## config.mk

```make
export PLATFORM = sky130hd
export DESIGN_NAME = aie_core
export DESIGN_NICKNAME = d
export VERILOG_FILES = /design/src/logic/aie_core.v /design/src/logic/aie_adder.v
export VERILOG_INCLUDE_DIRS = /design/src /design/src/include
export SDC_FILE = /design/constraint.sdc
export NUM_CORES = 1
export LEC_CHECK = 0
export CORE_ASPECT_RATIO = 0.6
export CORE_MARGIN = 3
export CORE_UTILIZATION = 43
export DETAILED_ROUTE_END_ITERATION = 10
export DONT_BUFFER_PORTS = 1
export MAX_ROUTING_LAYER = met4
export SLEW_MARGIN = 10
export SYNTH_ARGS = -nofsm -noshare
export SYNTH_HDL_FRONTEND = slang
export SYNTH_HIERARCHICAL = 1
export SYNTH_SLANG_ARGS = --single-unit
```

## constraint.sdc

```tcl
create_clock -name clk -period 3.67 [get_ports clk]
set_clock_uncertainty 0.15 [all_clocks]
set_input_delay 0.734 -clock clk [delete_from_list [all_inputs] [get_ports clk]]
set_output_delay 0.734 -clock clk [all_outputs]
set_load 0.02 [all_outputs]
```

## src/include/aie_regs.vh

```
`ifndef AIE_REGS_VH
`define AIE_REGS_VH

// ****************************************
// Register byte offsets
// ****************************************
`define AIE_OFS_CTRL        8'h00
`define AIE_OFS_INSTR       8'h04
`define AIE_OFS_ACC         8'h08
`define AIE_OFS_BANK        8'h0C
`define AIE_OFS_STATUS      8'h10
`define AIE_OFS_INDEX       8'h14

// ****************************************
// Field positions
// ****************************************
`define AIE_CTRL_EXT_BIT    0
`define AIE_ST_CARRY_BIT    0
`define AIE_ST_HALF_BIT     1
`define AIE_ST_ZERO_BIT     2
`define AIE_ST_WRAP_BIT     3
`define AIE_ST_NEG_BIT      4
`define AIE_ST_BUSY_BIT     8
`define AIE_ST_ILLEGAL_BIT  9
`define AIE_INSTR_DEST_BIT  9
`define AIE_INSTR_ACC_BIT   8

// ****************************************
// Opcode fields and address constants
// ****************************************
`define AIE_OPC_IMM         8'h0F
`define AIE_OPC_FILE        6'h09
`define AIE_INDEX_LIMIT     8'h5F
`define AIE_ACCESS_HIGH     4'hF
`define AIE_ACCESS_LOW      4'h0

// ****************************************
// Reset values
// ****************************************
`define AIE_RST_CTRL        1'h0
`define AIE_RST_INSTR       16'h0000
`define AIE_RST_ACC         8'h00
`define AIE_RST_BANK        4'h0
`define AIE_RST_FLAGS       5'h00
`define AIE_RST_INDEX       12'h000

`endif

```

## src/logic/aie_core.v

```verilog
`timescale 1ns/1ps
`include "aie_regs.vh"

// Contract
// - Decode add-accumulator-to-file opcode and add accumulator to addressed file byte.
// - Destination bit 0 writes sum to accumulator; 1 writes back to file.
// - Addressing bit 0 resolves file operands up to 95 within access page 0 (extended set clear) and higher operands within access page 15.
// - Addressing bit 1 forms address from bank select register and file operand.
// - Addressing bit 0 with extended set: operands up to 95 are indexed offsets.
// - Decode add-immediate, add literal to accumulator, store there, update all flags.
module aie_core (
    input  wire        clk,
    input  wire        rst_n,
    input  wire        wb_cyc_i,
    input  wire        wb_stb_i,
    input  wire        wb_we_i,
    input  wire [7:0]  wb_adr_i,
    input  wire [3:0]  wb_sel_i,
    input  wire [31:0] wb_dat_i,
    output wire [31:0] wb_dat_o,
    output wire        wb_ack_o,
    output wire [11:0] memAddr,
    input  wire [7:0]  memRdData,
    output wire [7:0]  memWrData,
    output wire        memWe
);
    // ****************************************
    // Phase states
    // ****************************************
    localparam [4:0] ST_IDLE = 5'h01;
    localparam [4:0] ST_DEC  = 5'h02;
    localparam [4:0] ST_READ = 5'h04;
    localparam [4:0] ST_PROC = 5'h08;
    localparam [4:0] ST_WRIT = 5'h10;

    function isAddImm;
        input [15:0] w;
        begin
            isAddImm = (w[15:8] == `AIE_OPC_IMM);
        end
    endfunction

    function isAddFile;
        input [15:0] w;
        begin
            isAddFile = (w[15:10] == `AIE_OPC_FILE);
        end
    endfunction

    // ****************************************
    // Reset synchroniser
    // ****************************************
    reg rstMeta_reg;
    reg rstSync_reg;
    always @(posedge clk or negedge rst_n) begin
        if (!rst_n) begin
            rstMeta_reg <= 1'b0;
            rstSync_reg <= 1'b0;
        end else begin
            rstMeta_reg <= 1'b1;
            rstSync_reg <= rstMeta_reg;
        end
    end
    wire rstN = rstSync_reg;

    reg  [4:0]  state_reg;
    reg  [15:0] instr_reg;
    reg  [7:0]  acc_reg;
    reg  [3:0]  bank_reg;
    reg  [4:0]  flags_reg;
    reg  [11:0] index_reg;
    reg         extEn_reg;
    reg         illegal_reg;
    reg  [7:0]  opB_reg;
    reg  [7:0]  result_reg;
    reg  [4:0]  resFlags_reg;
    reg  [11:0] memAddr_reg;
    reg         memWe_reg;
    reg         ack_reg;
    reg  [31:0] rdData_reg;

    wire [7:0]  sum;
    wire [4:0]  sumFlags;
    wire        busy    = (state_reg != ST_IDLE);
    wire        wbReq   = wb_cyc_i && wb_stb_i && !ack_reg;
    wire        wbWr    = wbReq && wb_we_i && wb_sel_i[0];
    wire        instrWr = wbWr && (wb_adr_i == `AIE_OFS_INSTR) && !busy;
    wire        fileOp  = isAddFile(instr_reg);
    wire        destFile  = instr_reg[`AIE_INSTR_DEST_BIT];
    wire        useBank   = instr_reg[`AIE_INSTR_ACC_BIT];
    wire [7:0]  fOperand  = instr_reg[7:0];

    aie_adder uAdder (
        .opA   (acc_reg),
        .opB   (opB_reg),
        .sum   (sum),
        .flags (sumFlags)
    );

    // ****************************************
    // Operand address resolution
    // ****************************************
    reg [11:0] fileAddr;
    always @* begin
        if (useBank) begin
            fileAddr = {bank_reg, fOperand};
        end else if (extEn_reg && fOperand <= `AIE_INDEX_LIMIT) begin
            fileAddr = index_reg + {4'h0, fOperand};
        end else if (fOperand <= `AIE_INDEX_LIMIT) begin
            fileAddr = {`AIE_ACCESS_LOW, fOperand};
        end else begin
            fileAddr = {`AIE_ACCESS_HIGH, fOperand};
        end
    end

    // ****************************************
    // Four-phase execution
    // ****************************************
    always @(posedge clk or negedge rstN) begin
        if (!rstN) begin
            state_reg    <= ST_IDLE;
            instr_reg    <= `AIE_RST_INSTR;
            acc_reg      <= `AIE_RST_ACC;
            flags_reg    <= `AIE_RST_FLAGS;
            illegal_reg  <= 1'b0;
            opB_reg      <= 8'h00;
            result_reg   <= 8'h00;
            resFlags_reg <= 5'h00;
            memAddr_reg  <= 12'h000;
            memWe_reg    <= 1'b0;
        end else begin
            case (state_reg)
                ST_IDLE: begin
                    memWe_reg <= 1'b0;
                    if (instrWr) begin
                        instr_reg <= wb_dat_i[15:0];
                        state_reg <= ST_DEC;
                    end else begin
                        if (wbWr && wb_adr_i == `AIE_OFS_ACC) begin
                            acc_reg <= wb_dat_i[7:0];
                        end
                        if (wbWr && wb_adr_i == `AIE_OFS_STATUS) begin
                            flags_reg <= wb_dat_i[4:0];
                        end
                    end
                end
                ST_DEC: begin
                    // Unknown codes end here with no effect except the flag
                    if (isAddImm(instr_reg) || fileOp) begin
                        illegal_reg <= 1'b0;
                        memAddr_reg <= fileAddr;
                        state_reg   <= ST_READ;
                    end else begin
                        illegal_reg <= 1'b1;
                        state_reg   <= ST_IDLE;
                    end
                end
                ST_READ: begin
                    opB_reg   <= fileOp ? memRdData : instr_reg[7:0];
                    state_reg <= ST_PROC;
                end
                ST_PROC: begin
                    result_reg   <= sum;
                    resFlags_reg <= sumFlags;
                    memWe_reg    <= fileOp && destFile;
                    state_reg    <= ST_WRIT;
                end
                ST_WRIT: begin
                    memWe_reg <= 1'b0;
                    flags_reg <= resFlags_reg;
                    if (!(fileOp && destFile)) begin
                        acc_reg <= result_reg;
                    end
                    state_reg <= ST_IDLE;
                end
                default: begin
                    state_reg <= ST_IDLE;
                end
            endcase
        end
    end

    // ****************************************
    // Configuration registers
    // ****************************************
    // Writes while busy are dropped so a running instruction sees a steady bank and base
    always @(posedge clk or negedge rstN) begin
        if (!rstN) begin
            extEn_reg <= `AIE_RST_CTRL;
            bank_reg  <= `AIE_RST_BANK;
            index_reg <= `AIE_RST_INDEX;
        end else if (wbWr && !busy) begin
            if (wb_adr_i == `AIE_OFS_CTRL) begin
                extEn_reg <= wb_dat_i[`AIE_CTRL_EXT_BIT];
            end
            if (wb_adr_i == `AIE_OFS_BANK) begin
                bank_reg <= wb_dat_i[3:0];
            end
            if (wb_adr_i == `AIE_OFS_INDEX && wb_sel_i[1]) begin
                index_reg <= wb_dat_i[11:0];
            end
        end
    end

    // ****************************************
    // Wishbone read path and acknowledge
    // ****************************************
    reg [31:0] rdMux;
    always @* begin
        case (wb_adr_i)
            `AIE_OFS_CTRL:   rdMux = {31'h0, extEn_reg};
            `AIE_OFS_INSTR:  rdMux = {16'h0, instr_reg};
            `AIE_OFS_ACC:    rdMux = {24'h0, acc_reg};
            `AIE_OFS_BANK:   rdMux = {28'h0, bank_reg};
            `AIE_OFS_STATUS: rdMux = {22'h0, illegal_reg, busy, 3'h0, flags_reg};
            `AIE_OFS_INDEX:  rdMux = {20'h0, index_reg};
            default:         rdMux = 32'h0000_0000;
        endcase
    end

    always @(posedge clk or negedge rstN) begin
        if (!rstN) begin
            ack_reg    <= 1'b0;
            rdData_reg <= 32'h0000_0000;
        end else begin
            ack_reg    <= wbReq;
            rdData_reg <= wbReq ? rdMux : rdData_reg;
        end
    end

    assign wb_ack_o  = ack_reg;
    assign wb_dat_o  = rdData_reg;
    assign memAddr   = memAddr_reg;
    assign memWrData = result_reg;
    assign memWe     = memWe_reg;
endmodule // aie_core

```

## src/logic/aie_adder.v

```verilog
`timescale 1ns/1ps

// ****************************************
// 8-bit adder with status flags
// ****************************************
module aie_adder (
    input  wire [7:0] opA,
    input  wire [7:0] opB,
    output wire [7:0] sum,
    output wire [4:0] flags
);
    wire [8:0] full;
    wire [4:0] low;

    assign full = {1'b0, opA} + {1'b0, opB};
    assign low  = {1'b0, opA[3:0]} + {1'b0, opB[3:0]};
    assign sum  = full[7:0];

    // Flags packed as {neg, wrap, zero, half, carry}
    assign flags[0] = full[8];
    assign flags[1] = low[4];
    assign flags[2] = (full[7:0] == 8'h00);
    // Signed wrap: both inputs share a sign the result lacks
    assign flags[3] = (opA[7] == opB[7]) && (full[7] != opA[7]);
    assign flags[4] = full[7];
endmodule // aie_adder

```

==> results of run 1 <==
## layout make-up
cell class,count,area (µm²)
fill,1146,6390
multi-input combinational,440,2820
sequential,105,2630
clock buffer,10,229
tap,165,206
inverter,17,63.8
timing repair buffer,8,62.6
clock inverter,6,42.5
## worst max-delay path: cells and delay by family, from the launching register on
family           cells  cell delay [ps]
and+or+nand+nor      3             1660
muxes                1              490
DFF                  1              460
## layout by cell type, fill, tap and decap left out, drive strengths merged, types with 8 or more instances in the layout
cell type	count
nand2	130
dfrtp	104
o21ai	40
a21oi	29
nor2	28
mux2i	27
mux2	26
inv	19
conb	17
ha	16
nor3	13
nor2b	10
clkbuf	10
xnor2	8
## routing by layer
| metal | global-route usage [%] | vias up |
|---|---|---|
| met5 | - | - |
| met4 | 3.75 | 0 |
| met3 | 6.87 | 11 |
| met2 | 28.6 | 149 |
| met1 | 31.1 | 2072 |
| li1 | - | 1999 |
## power by group
group	internal [mW]	switching (mW)
clock	0.465	0.448
sequential	1.16	0.0228
combinational	0.0250	0.0502
total	1.65	0.521
## cell usage after synthesis, types with 3 or more instances
| cell type | count | area share, % |
|---|---|---|
| a31oi_1 | 3 | 0.33 |
| o31ai_1 | 4 | 0.53 |
| nor2_1 | 28 | 1.9 |
| a22oi_1 | 7 | 0.93 |
| buf_4 | 19 | 2.5 |
| ha_1 | 16 | 3.5 |
| nand3_1 | 5 | 0.44 |
| clkbuf_1 | 15 | 0.99 |
| mux2_4 | 10 | 2.6 |
| a22o_1 | 6 | 0.93 |
| mux2_2 | 16 | 3.2 |
| and3_1 | 4 | 0.44 |
| nor2b_1 | 10 | 1.1 |
| a21oi_1 | 29 | 2.6 |
| buf_1 | 3 | 0.20 |
| nand3b_1 | 5 | 0.66 |
| a211oi_1 | 6 | 0.79 |
| o21a_1 | 5 | 0.66 |
| xnor2_1 | 8 | 1.2 |
| nand2b_1 | 3 | 0.33 |
| dfrtp_1 | 104 | 46 |
| mux2i_1 | 27 | 4.8 |
| nor3_1 | 13 | 1.1 |
| a221oi_1 | 3 | 0.46 |
| o21ai_0 | 40 | 3.5 |
| nand2_1 | 130 | 8.6 |
| inv_1 | 17 | 1.1 |
| a21o_1 | 6 | 0.79 |
## cell families after synthesis
kind of cell             synth area share (%)
other                                   0.132
buffers and inverters                    5.12
AO/OA/AOI/OAI                            13.6
adder cells (fa/ha/maj)                  4.23
flip-flops                               46.3
XOR/XNOR                                 1.54
AND/OR/NAND/NOR                          18.1
multiplexers                             11.0
## worst max-delay path by stage
stage                  startpoint                       end  slack, ps  cells after the start
2_1_floorplan      rstN$_DFF_PN0_    acc_reg[0]$_DFFE_PN0P_        380                      0
3_3_place_gp             wb_stb_i  index_reg[6]$_DFFE_PN0P_        710                      4
3_5_place_dp             wb_stb_i  index_reg[8]$_DFFE_PN0P_        640                      4
4_1_cts        wb_ack_o$_DFF_PN0_  index_reg[8]$_DFFE_PN0P_        800                      4
5_1_grt        wb_ack_o$_DFF_PN0_  index_reg[6]$_DFFE_PN0P_        620                      4
6_report       wb_ack_o$_DFF_PN0_  index_reg[6]$_DFFE_PN0P_        780                      4
## timing repair
item / CTS / global route
endpoints found under the hold margin: 2 / 0
resized for setup: 0 / 0
hold buffers: 1 / 0
==> impl_metrics.yaml, run 1 <==
cts:
  cts-root-buf: "clkbuf_16"
  clk_latency_ps: 350
  path_clk_slew_ps: 70
  clockBufferDepth: 2
  h-tree-depth: 3
  numCtsBuffers: 9
  cts_tree: "yes"
  post-cts-setup-buffer-count: 0
  clock-sinks: 105
synth:
  ys_types: 63
  avgSynthCellArea_um2: 9.68
  synthArstFlopShare_pct: 100
  synth_edf_count: 0
  seq_area_frac_synth_pct: 46.3
  dominantRegCellSynth: "dfrtp_1"
  synth.cell_area_um2: 5670
  synth_cells: 586
  yosysWarnings: 6
  yosys_register_bits: 105
worst_setup_path:
  r2r-start: "wb_ack_o$_DFF_PN0_"
  worstPathCellList: "nand3b_1 -> nor4_4 -> nand4_2 -> mux2_4"
  start_kind: "flip-flop"
  worstPathArrival_ps: 2980
  slowest_stage: "nand3b_1"
  crit_path_end_kind: "flip-flop"
  cp.required_ps: 3750
  reg2reg_to: "index_reg[6]$_DFFE_PN0P_"
  rrSetupSlack_ps: 780
  critical_path_class: "flip-flop to flip-flop"
  rr_worst_depth: 4
  path_max_fanout: 12
  slowest_delay_ps: 580
sta:
  hold_ws_ps: 208
  fin_crit_ps: 2890
  grt_setup_unrepaired: "no"
  finalMaxSlewViolations: 0
  maxSlewHeadroom_pct: 30.6
  hold_viol_final: 0
  timing.final.crit_share_pct: 78.9
  setup_viol_count_final: 0
  setup_ws_ps: 776
  fmax_mhz: 346
  tightest_slew_ps: 1040
  timing.setup.tns_ps: 0
route:
  drt_first_iter_violations: 335
  firstDrtPassIters: 7
  routedWlPerCell_um: 19.8
  via_per_inst: 5.63
  dr_total_vias: 4231
  drc: 0
  finalWirelength_um: 14800
  wl_met3_um: 1230
  antenna_left: 0
  met2_length_um: 5940
  top_layer_used: "met4"
  drt-met1-wl_um: 7570
placed_design:
  dpl_cell_area_um2: 5780
  portBuffers: 0
  dp_cells: 734
  place_congestion: 0.896
  dp_hpwl_um: 11200
  dp_slack_ps: 644
layout:
  finalNonFillerCells: 751
  n_antenna_cell: 0
  fin_util_pct: 48.6
  area_growth_pct: 6.77
  fin_nets: 656
  fin_area_um2: 6060
  drive_gt1_share_pct: 10.4
die:
  ioPinCount: 111
  die_w_um: 154
  rows: 31
  core-area_um2: 12500
  dieArea_um2: 14700
  initial_core_util_pct: 45.6
  die-height_um: 95.0
pwr:
  p_total_mw: 2.17
  powerDensity_nw_per_um2: 359
  peakVddDrop_mv: 0.182
  p_leak_nw: 3.02
min_path:
  hold_class: "flip-flop to flip-flop"
  min_path_cells: 0
  hold_end: "rstN$_DFF_PN0_"
  min-delay-start: "rstMeta_reg$_DFF_PN0_"
global_routing:
  grt_overflow: 0
  grt_max_degree: 80
  gr-usage-all-layers_pct: 21.2
  grt_pass1_vias: 4074
  grt_pass1_wl_um: 23200
  antenna_found_initial: 0
outcome:
  outcome: "finished, final reports clean"
run:
  drv_cap: 0
(Power assumes the default switching activity.)
==> run 2: changes to the inputs <==
==> constraint.sdc (replaced) <==
create_clock -name clk -period 2.7 [get_ports clk]
set_clock_uncertainty 0.15 [all_clocks]
set_input_delay 0.54 -clock clk [delete_from_list [all_inputs] [get_ports clk]]
set_output_delay 0.54 -clock clk [all_outputs]
set_load 0.02 [all_outputs]
==> run 2 against run 1 <==
Register-to-register slack worse by 610 ps. Largest power group unchanged. Combinational power rose by 61%. Highest routed layer unchanged. Final cell count grew 2.1%. Hold slack worse by 57 ps. Via count rose by 1.4%. First-iteration DRC count fell by 18%. Sequential power up 36%. Setup slack worse by 610 ps. Utilization grew 1.8 points. Count of clock-buffer cells in the layout shrank 1.
==> impl_metrics.yaml, run 2 (synthesis gave the netlist of run 1 again) <==
layout:
  fillCellCount: 1121
  final_cell_mix: "nand2_1, dfrtp_1, o21ai_0"
  drive_gt1_share_pct: 14.0
  fin_util_pct: 50.4
  fin_area_um2: 6280
  n_antenna_cell: 0
  area_growth_pct: 10.7
  fin_nets: 672
  final_common_cell: "nand2_1"
  finalNonFillerCells: 767
die:
  initial_core_util_pct: 45.6
  rows: 31
  die_w_um: 154
  ioPinCount: 111
  die-height_um: 95.0
  dieArea_um2: 14700
  core-area_um2: 12500
worst_setup_path:
  worstPathArrival_ps: 2670
  cp_top_family: "compound AO/OA/AOI/OAI gates"
  start_kind: "flip-flop"
  worstPathCellList: "ha_2 -> a21o_1 -> a31o_1 -> a221o_1 -> a211o_1 -> nor4b_4 -> nand2_1 -> nand2_1"
  critPathBufInv: 0
  slowest_stage: "dfrtp_1"
  critical_path_class: "flip-flop to flip-flop"
  path_max_fanout: 5
  slowest_delay_ps: 410
  path_common_cell: "nand2_1"
  cp.required_ps: 2840
  crit_path_end_kind: "flip-flop"
global_routing:
  grt_pass1_wl_um: 23700
  antenna_found_initial: 0
  grt_overflow: 0
  gr-usage-all-layers_pct: 21.3
  grt_max_degree: 67
  grt_pass1_vias: 4254
placed_design:
  place_congestion: 0.928
  dp_hpwl_um: 11200
  dpl_cell_area_um2: 5910
  portBuffers: 0
  dp_cells: 750
  dp_slack_ps: 80.0
route:
  dr_total_vias: 4290
  antenna_left: 0
  firstDrtPassIters: 6
  finalWirelength_um: 14500
  via_per_inst: 5.59
  drc: 0
  drt_first_iter_violations: 274
  routedWlPerCell_um: 18.9
cts:
  cts-root-buf: "clkbuf_16"
  post-cts-setup-buffer-count: 0
  clockBufferDepth: 2
  clk_latency_ps: 350
  path_clk_slew_ps: 70
  h-tree-depth: 3
  numCtsBuffers: 9
  clock-sinks: 105
  cts_tree: "yes"
pwr:
  peakVddDrop_mv: 0.309
  p_total_mw: 3.15
  powerDensity_nw_per_um2: 501
  p_leak_nw: 3.13
sta:
  fin_crit_ps: 2530
  grt_setup_unrepaired: "no"
  maxSlewHeadroom_pct: 56.3
  fmax_mhz: 395
  hold_ws_ps: 151
  timing.setup.tns_ps: 0
  setup_viol_count_final: 0
  tightest_slew_ps: 653
  finalMaxSlewViolations: 0
  setup_ws_ps: 169
  hold_viol_final: 0
  timing.final.crit_share_pct: 93.8
run:
  drv_cap: 0
outcome:
  outcome: "finished, final reports clean"
min_path:
  hold_class: "input pin to flip-flop"
[run 2: repair_timing]
item,4_1_cts,5_1_grt
hold buffers,1,0
setup endpoints to repair,0,2
hold endpoints to repair,2,0
resized for setup,0,8
[run 2: report_power, final]
| group | internal [mW] | switching (mW) | total (mW) |
|---|---|---|---|
| registers | 1.58 | 0.0191 | 1.60 |
| logic | 0.0398 | 0.0811 | 0.121 |
| clock network | 0.821 | 0.609 | 1.43 |
| total | 2.44 | 0.709 | 3.15 |
[run 2: area by class of cell]
cell class	instances	area [µm²]	area share, %
Clock buffer	9	225	3.59
Clock inverter	7	101	1.61
Inverter	17	63.8	1.02
Multi-Input combinational cell	440	2860	45.5
Sequential cell	105	2630	41.9
Tap cell	165	206	3.29
Timing Repair Buffer	24	195	3.11
[run 2: path summary, 6_finish.rpt]
path	from	to	slack, ps	cells after the start
setup reg to reg	acc_reg[5]$_DFFE_PN0P_	resFlags_reg[2]$_DFFE_PN0P_	170	8
max in group asynchronous	rstN$_DFF_PN0_	state_reg[0]$_DFFE_PN1P_	1510	1
setup / recovery	acc_reg[5]$_DFFE_PN0P_	resFlags_reg[2]$_DFFE_PN0P_	170	8
hold / removal	wb_dat_i[9]	instr_reg[9]$_DFFE_PN0P_	150	2
hold reg to reg	rstN$_DFF_PN0_	wb_dat_o[2]$_DFFE_PN0N_	160	0
min in group asynchronous	rstN$_DFF_PN0_	wb_dat_o[2]$_DFFE_PN0N_	160	0
[run 2: routing by layer]
layer / share of wire, % / vias to the layer above / track usage, % / routed length [µm]
met5: 0 / - / - / 0
met4: 0.26 / 0 / 2.87 / 38
li1: - / 2025 / - / -
met1: 50 / 2095 / 31.5 / 7240
met2: 41 / 166 / 29.6 / 5980
met3: 8.7 / 4 / 6.00 / 1270
[run 2: worst register-to-register path, stage by stage (launching register included)]
cell and delay (ps):
dfrtp_1 410, ha_2 330, a21o_1 220, a31o_1 220, a221o_1 300, a211o_1 350, nor4b_4 310, nand2_1 100
nand2_1 80
==> run 3: changes to the inputs <==
--- a/config.mk
+++ b/config.mk
@@ -6,12 +6,15 @@
 export SDC_FILE = /design/constraint.sdc
 export NUM_CORES = 1
 export LEC_CHECK = 0
+export CELL_PAD_IN_SITES_DETAIL_PLACEMENT = 0
+export CELL_PAD_IN_SITES_GLOBAL_PLACEMENT = 2
 export CORE_ASPECT_RATIO = 0.6
 export CORE_MARGIN = 3
-export CORE_UTILIZATION = 43
+export CORE_UTILIZATION = 39
 export DETAILED_ROUTE_END_ITERATION = 10
 export DONT_BUFFER_PORTS = 1
 export MAX_ROUTING_LAYER = met4
+export PLACE_DENSITY_LB_ADDON = 0.1
 export SLEW_MARGIN = 10
 export SYNTH_ARGS = -nofsm -noshare
 export SYNTH_HDL_FRONTEND = slang
==> run 3 against run 2 <==
Largest power group unchanged. Final area grew 0.76%. First-iteration DRC count down 6.6%. Routed wire length increased by 7.4%. Via count shrank 1.1%. Combinational power grew 4%.
==> impl_metrics.yaml, run 3 (synthesis gave the netlist of run 1 again) <==
outcome:
  outcome: "finished, final reports clean"
pwr:
  peakVddDrop_mv: 0.277
  p_leak_nw: 3.15
  powerDensity_nw_per_um2: 483
placed_design:
  portBuffers: 0
  place_congestion: 0.853
  dp_cells: 781
  dp_hpwl_um: 11900
layout:
  n_antenna_cell: 0
  fin_nets: 676
  final_common_cell: "nand2_1"
  area_growth_pct: 11.5
  multi_input_area_um2: 2870
  drive_gt1_share_pct: 14.5
  finalNonFillerCells: 798
  regArea_um2: 2630
  fin_util_pct: 45.3
  fillCellCount: 1390
  final_cell_mix: "nand2_1, dfrtp_1, o21ai_0"
sta:
  fin_crit_ps: 2550
  tightest_slew_ps: 645
  setup_viol_count_final: 0
  grt_setup_unrepaired: "no"
  fmax_mhz: 393
  timing.final.crit_share_pct: 94.3
  maxSlewHeadroom_pct: 56.8
  hold_viol_final: 0
  finalMaxSlewViolations: 0
cts:
  clk_latency_ps: 360
  clockBufferDepth: 2
  clock-sinks: 105
  numCtsBuffers: 9
  h-tree-depth: 3
  cts-root-buf: "clkbuf_16"
  cts_tree: "yes"
  path_clk_slew_ps: 90
worst_setup_path:
  worstPathArrival_ps: 2690
  r2r-start: "acc_reg[0]$_DFFE_PN0P_"
  cp.required_ps: 2850
  crit_path_end_kind: "flip-flop"
  path_max_fanout: 3
  start_kind: "flip-flop"
  critical_path_class: "flip-flop to flip-flop"
  cp-startpoint: "acc_reg[0]$_DFFE_PN0P_"
global_routing:
  antenna_found_initial: 0
  grt_max_degree: 49
  gr-usage-all-layers_pct: 20.9
  grt_pass1_vias: 4302
  grt_overflow: 0
  grt_pass1_wl_um: 25000
route:
  antenna_left: 0
  via_per_inst: 5.32
  drt_first_iter_violations: 256
  dr_total_vias: 4243
  finalWirelength_um: 15600
  routedWlPerCell_um: 19.5
  firstDrtPassIters: 5
  drc: 0
die:
  dieArea_um2: 16100
  initial_core_util_pct: 40.6
  ioPinCount: 111
  rows: 33
  die-height_um: 99.4
  die_w_um: 162
  core-area_um2: 14000
min_path:
  hold_class: "input pin to flip-flop"
  min-delay-start: "wb_dat_i[15]"
run:
  drv_cap: 0
[run 3: cell types whose count changed in the layout (fill, tap and decap cells not counted), sizes merged]
cell,previous run,this run
bufinv,2,0
inv,19,22
buf,23,27
clkinvlp,2,1
[run 3: worst paths after layout]
path,slack (ps),to,cells past startpoint
hold reg to reg,140,wb_ack_o$_DFF_PN0_,0
hold / removal,130,instr_reg[15]$_DFFE_PN0P_,2
min in group asynchronous,140,wb_ack_o$_DFF_PN0_,0
setup reg to reg,150,resFlags_reg[2]$_DFFE_PN0P_,11
max in group asynchronous,1570,memAddr[3]$_DFFE_PN0P_,1
setup / recovery,150,resFlags_reg[2]$_DFFE_PN0P_,11
[run 3: layout make-up]
cell class              count  share of cell area, %
clock buffers               9                   3.56
clock inverters             7                   1.11
inverters                  17                   1.01
multi-input cells         440                   45.4
flip-flops and latches    105                   41.6
well taps                 192                   3.80
repair buffers             28                   3.56
[run 3: critical path, cell delays in order, from the launching register on]
cell,delay (ps)
dfrtp_1,390
ha_1,220
inv_1,80
fa_2,210
nor2b_2,60
o21a_1,190
or3_4,350
a2111oi_4,320
buf_4,160
nor4b_4,220
nand2_1,80
nand2_1,70
[run 3: routing by layer]
metal	global-route usage [%]	routed length (µm)	share of wire (%)	up-vias
met1	31.5	8210	53	2069
li1	-	-	-	2049
met4	3.41	108	0.69	0
met5	-	0	0	-
met2	28.2	6240	40	116
met3	5.87	1040	6.7	9
[run 3: power by group]
part | total (mW) | switching [mW] | internal, mW
logic | 0.126 | 0.0853 | 0.0403
registers | 1.60 | 0.0176 | 1.58
clock network | 1.33 | 0.676 | 0.658
[run 3: what timing repair did]
item                       4_1_cts  5_1_grt
setup endpoints to repair        1        2
buffers inserted                 0        0
hold endpoints to repair         2        0
pin swaps                        0        2
hold buffers                     1        0
resized for setup                2        8
[run 3: per-stage QoR]
stage	area [µm²]	setup slack [ps]	TNS, ps	total power [mW]	hold slack (ps)
floorplan	5730	401	0	1.74	94.4
global placement	5970	-112	-112	1.75	94.5
detailed placement	5970	-96.6	-96.6	1.75	94.5
CTS	6280	41.5	0	3.09	125
global route	6330	14.9	0	3.17	129
finish	6330	155	0	3.06	133
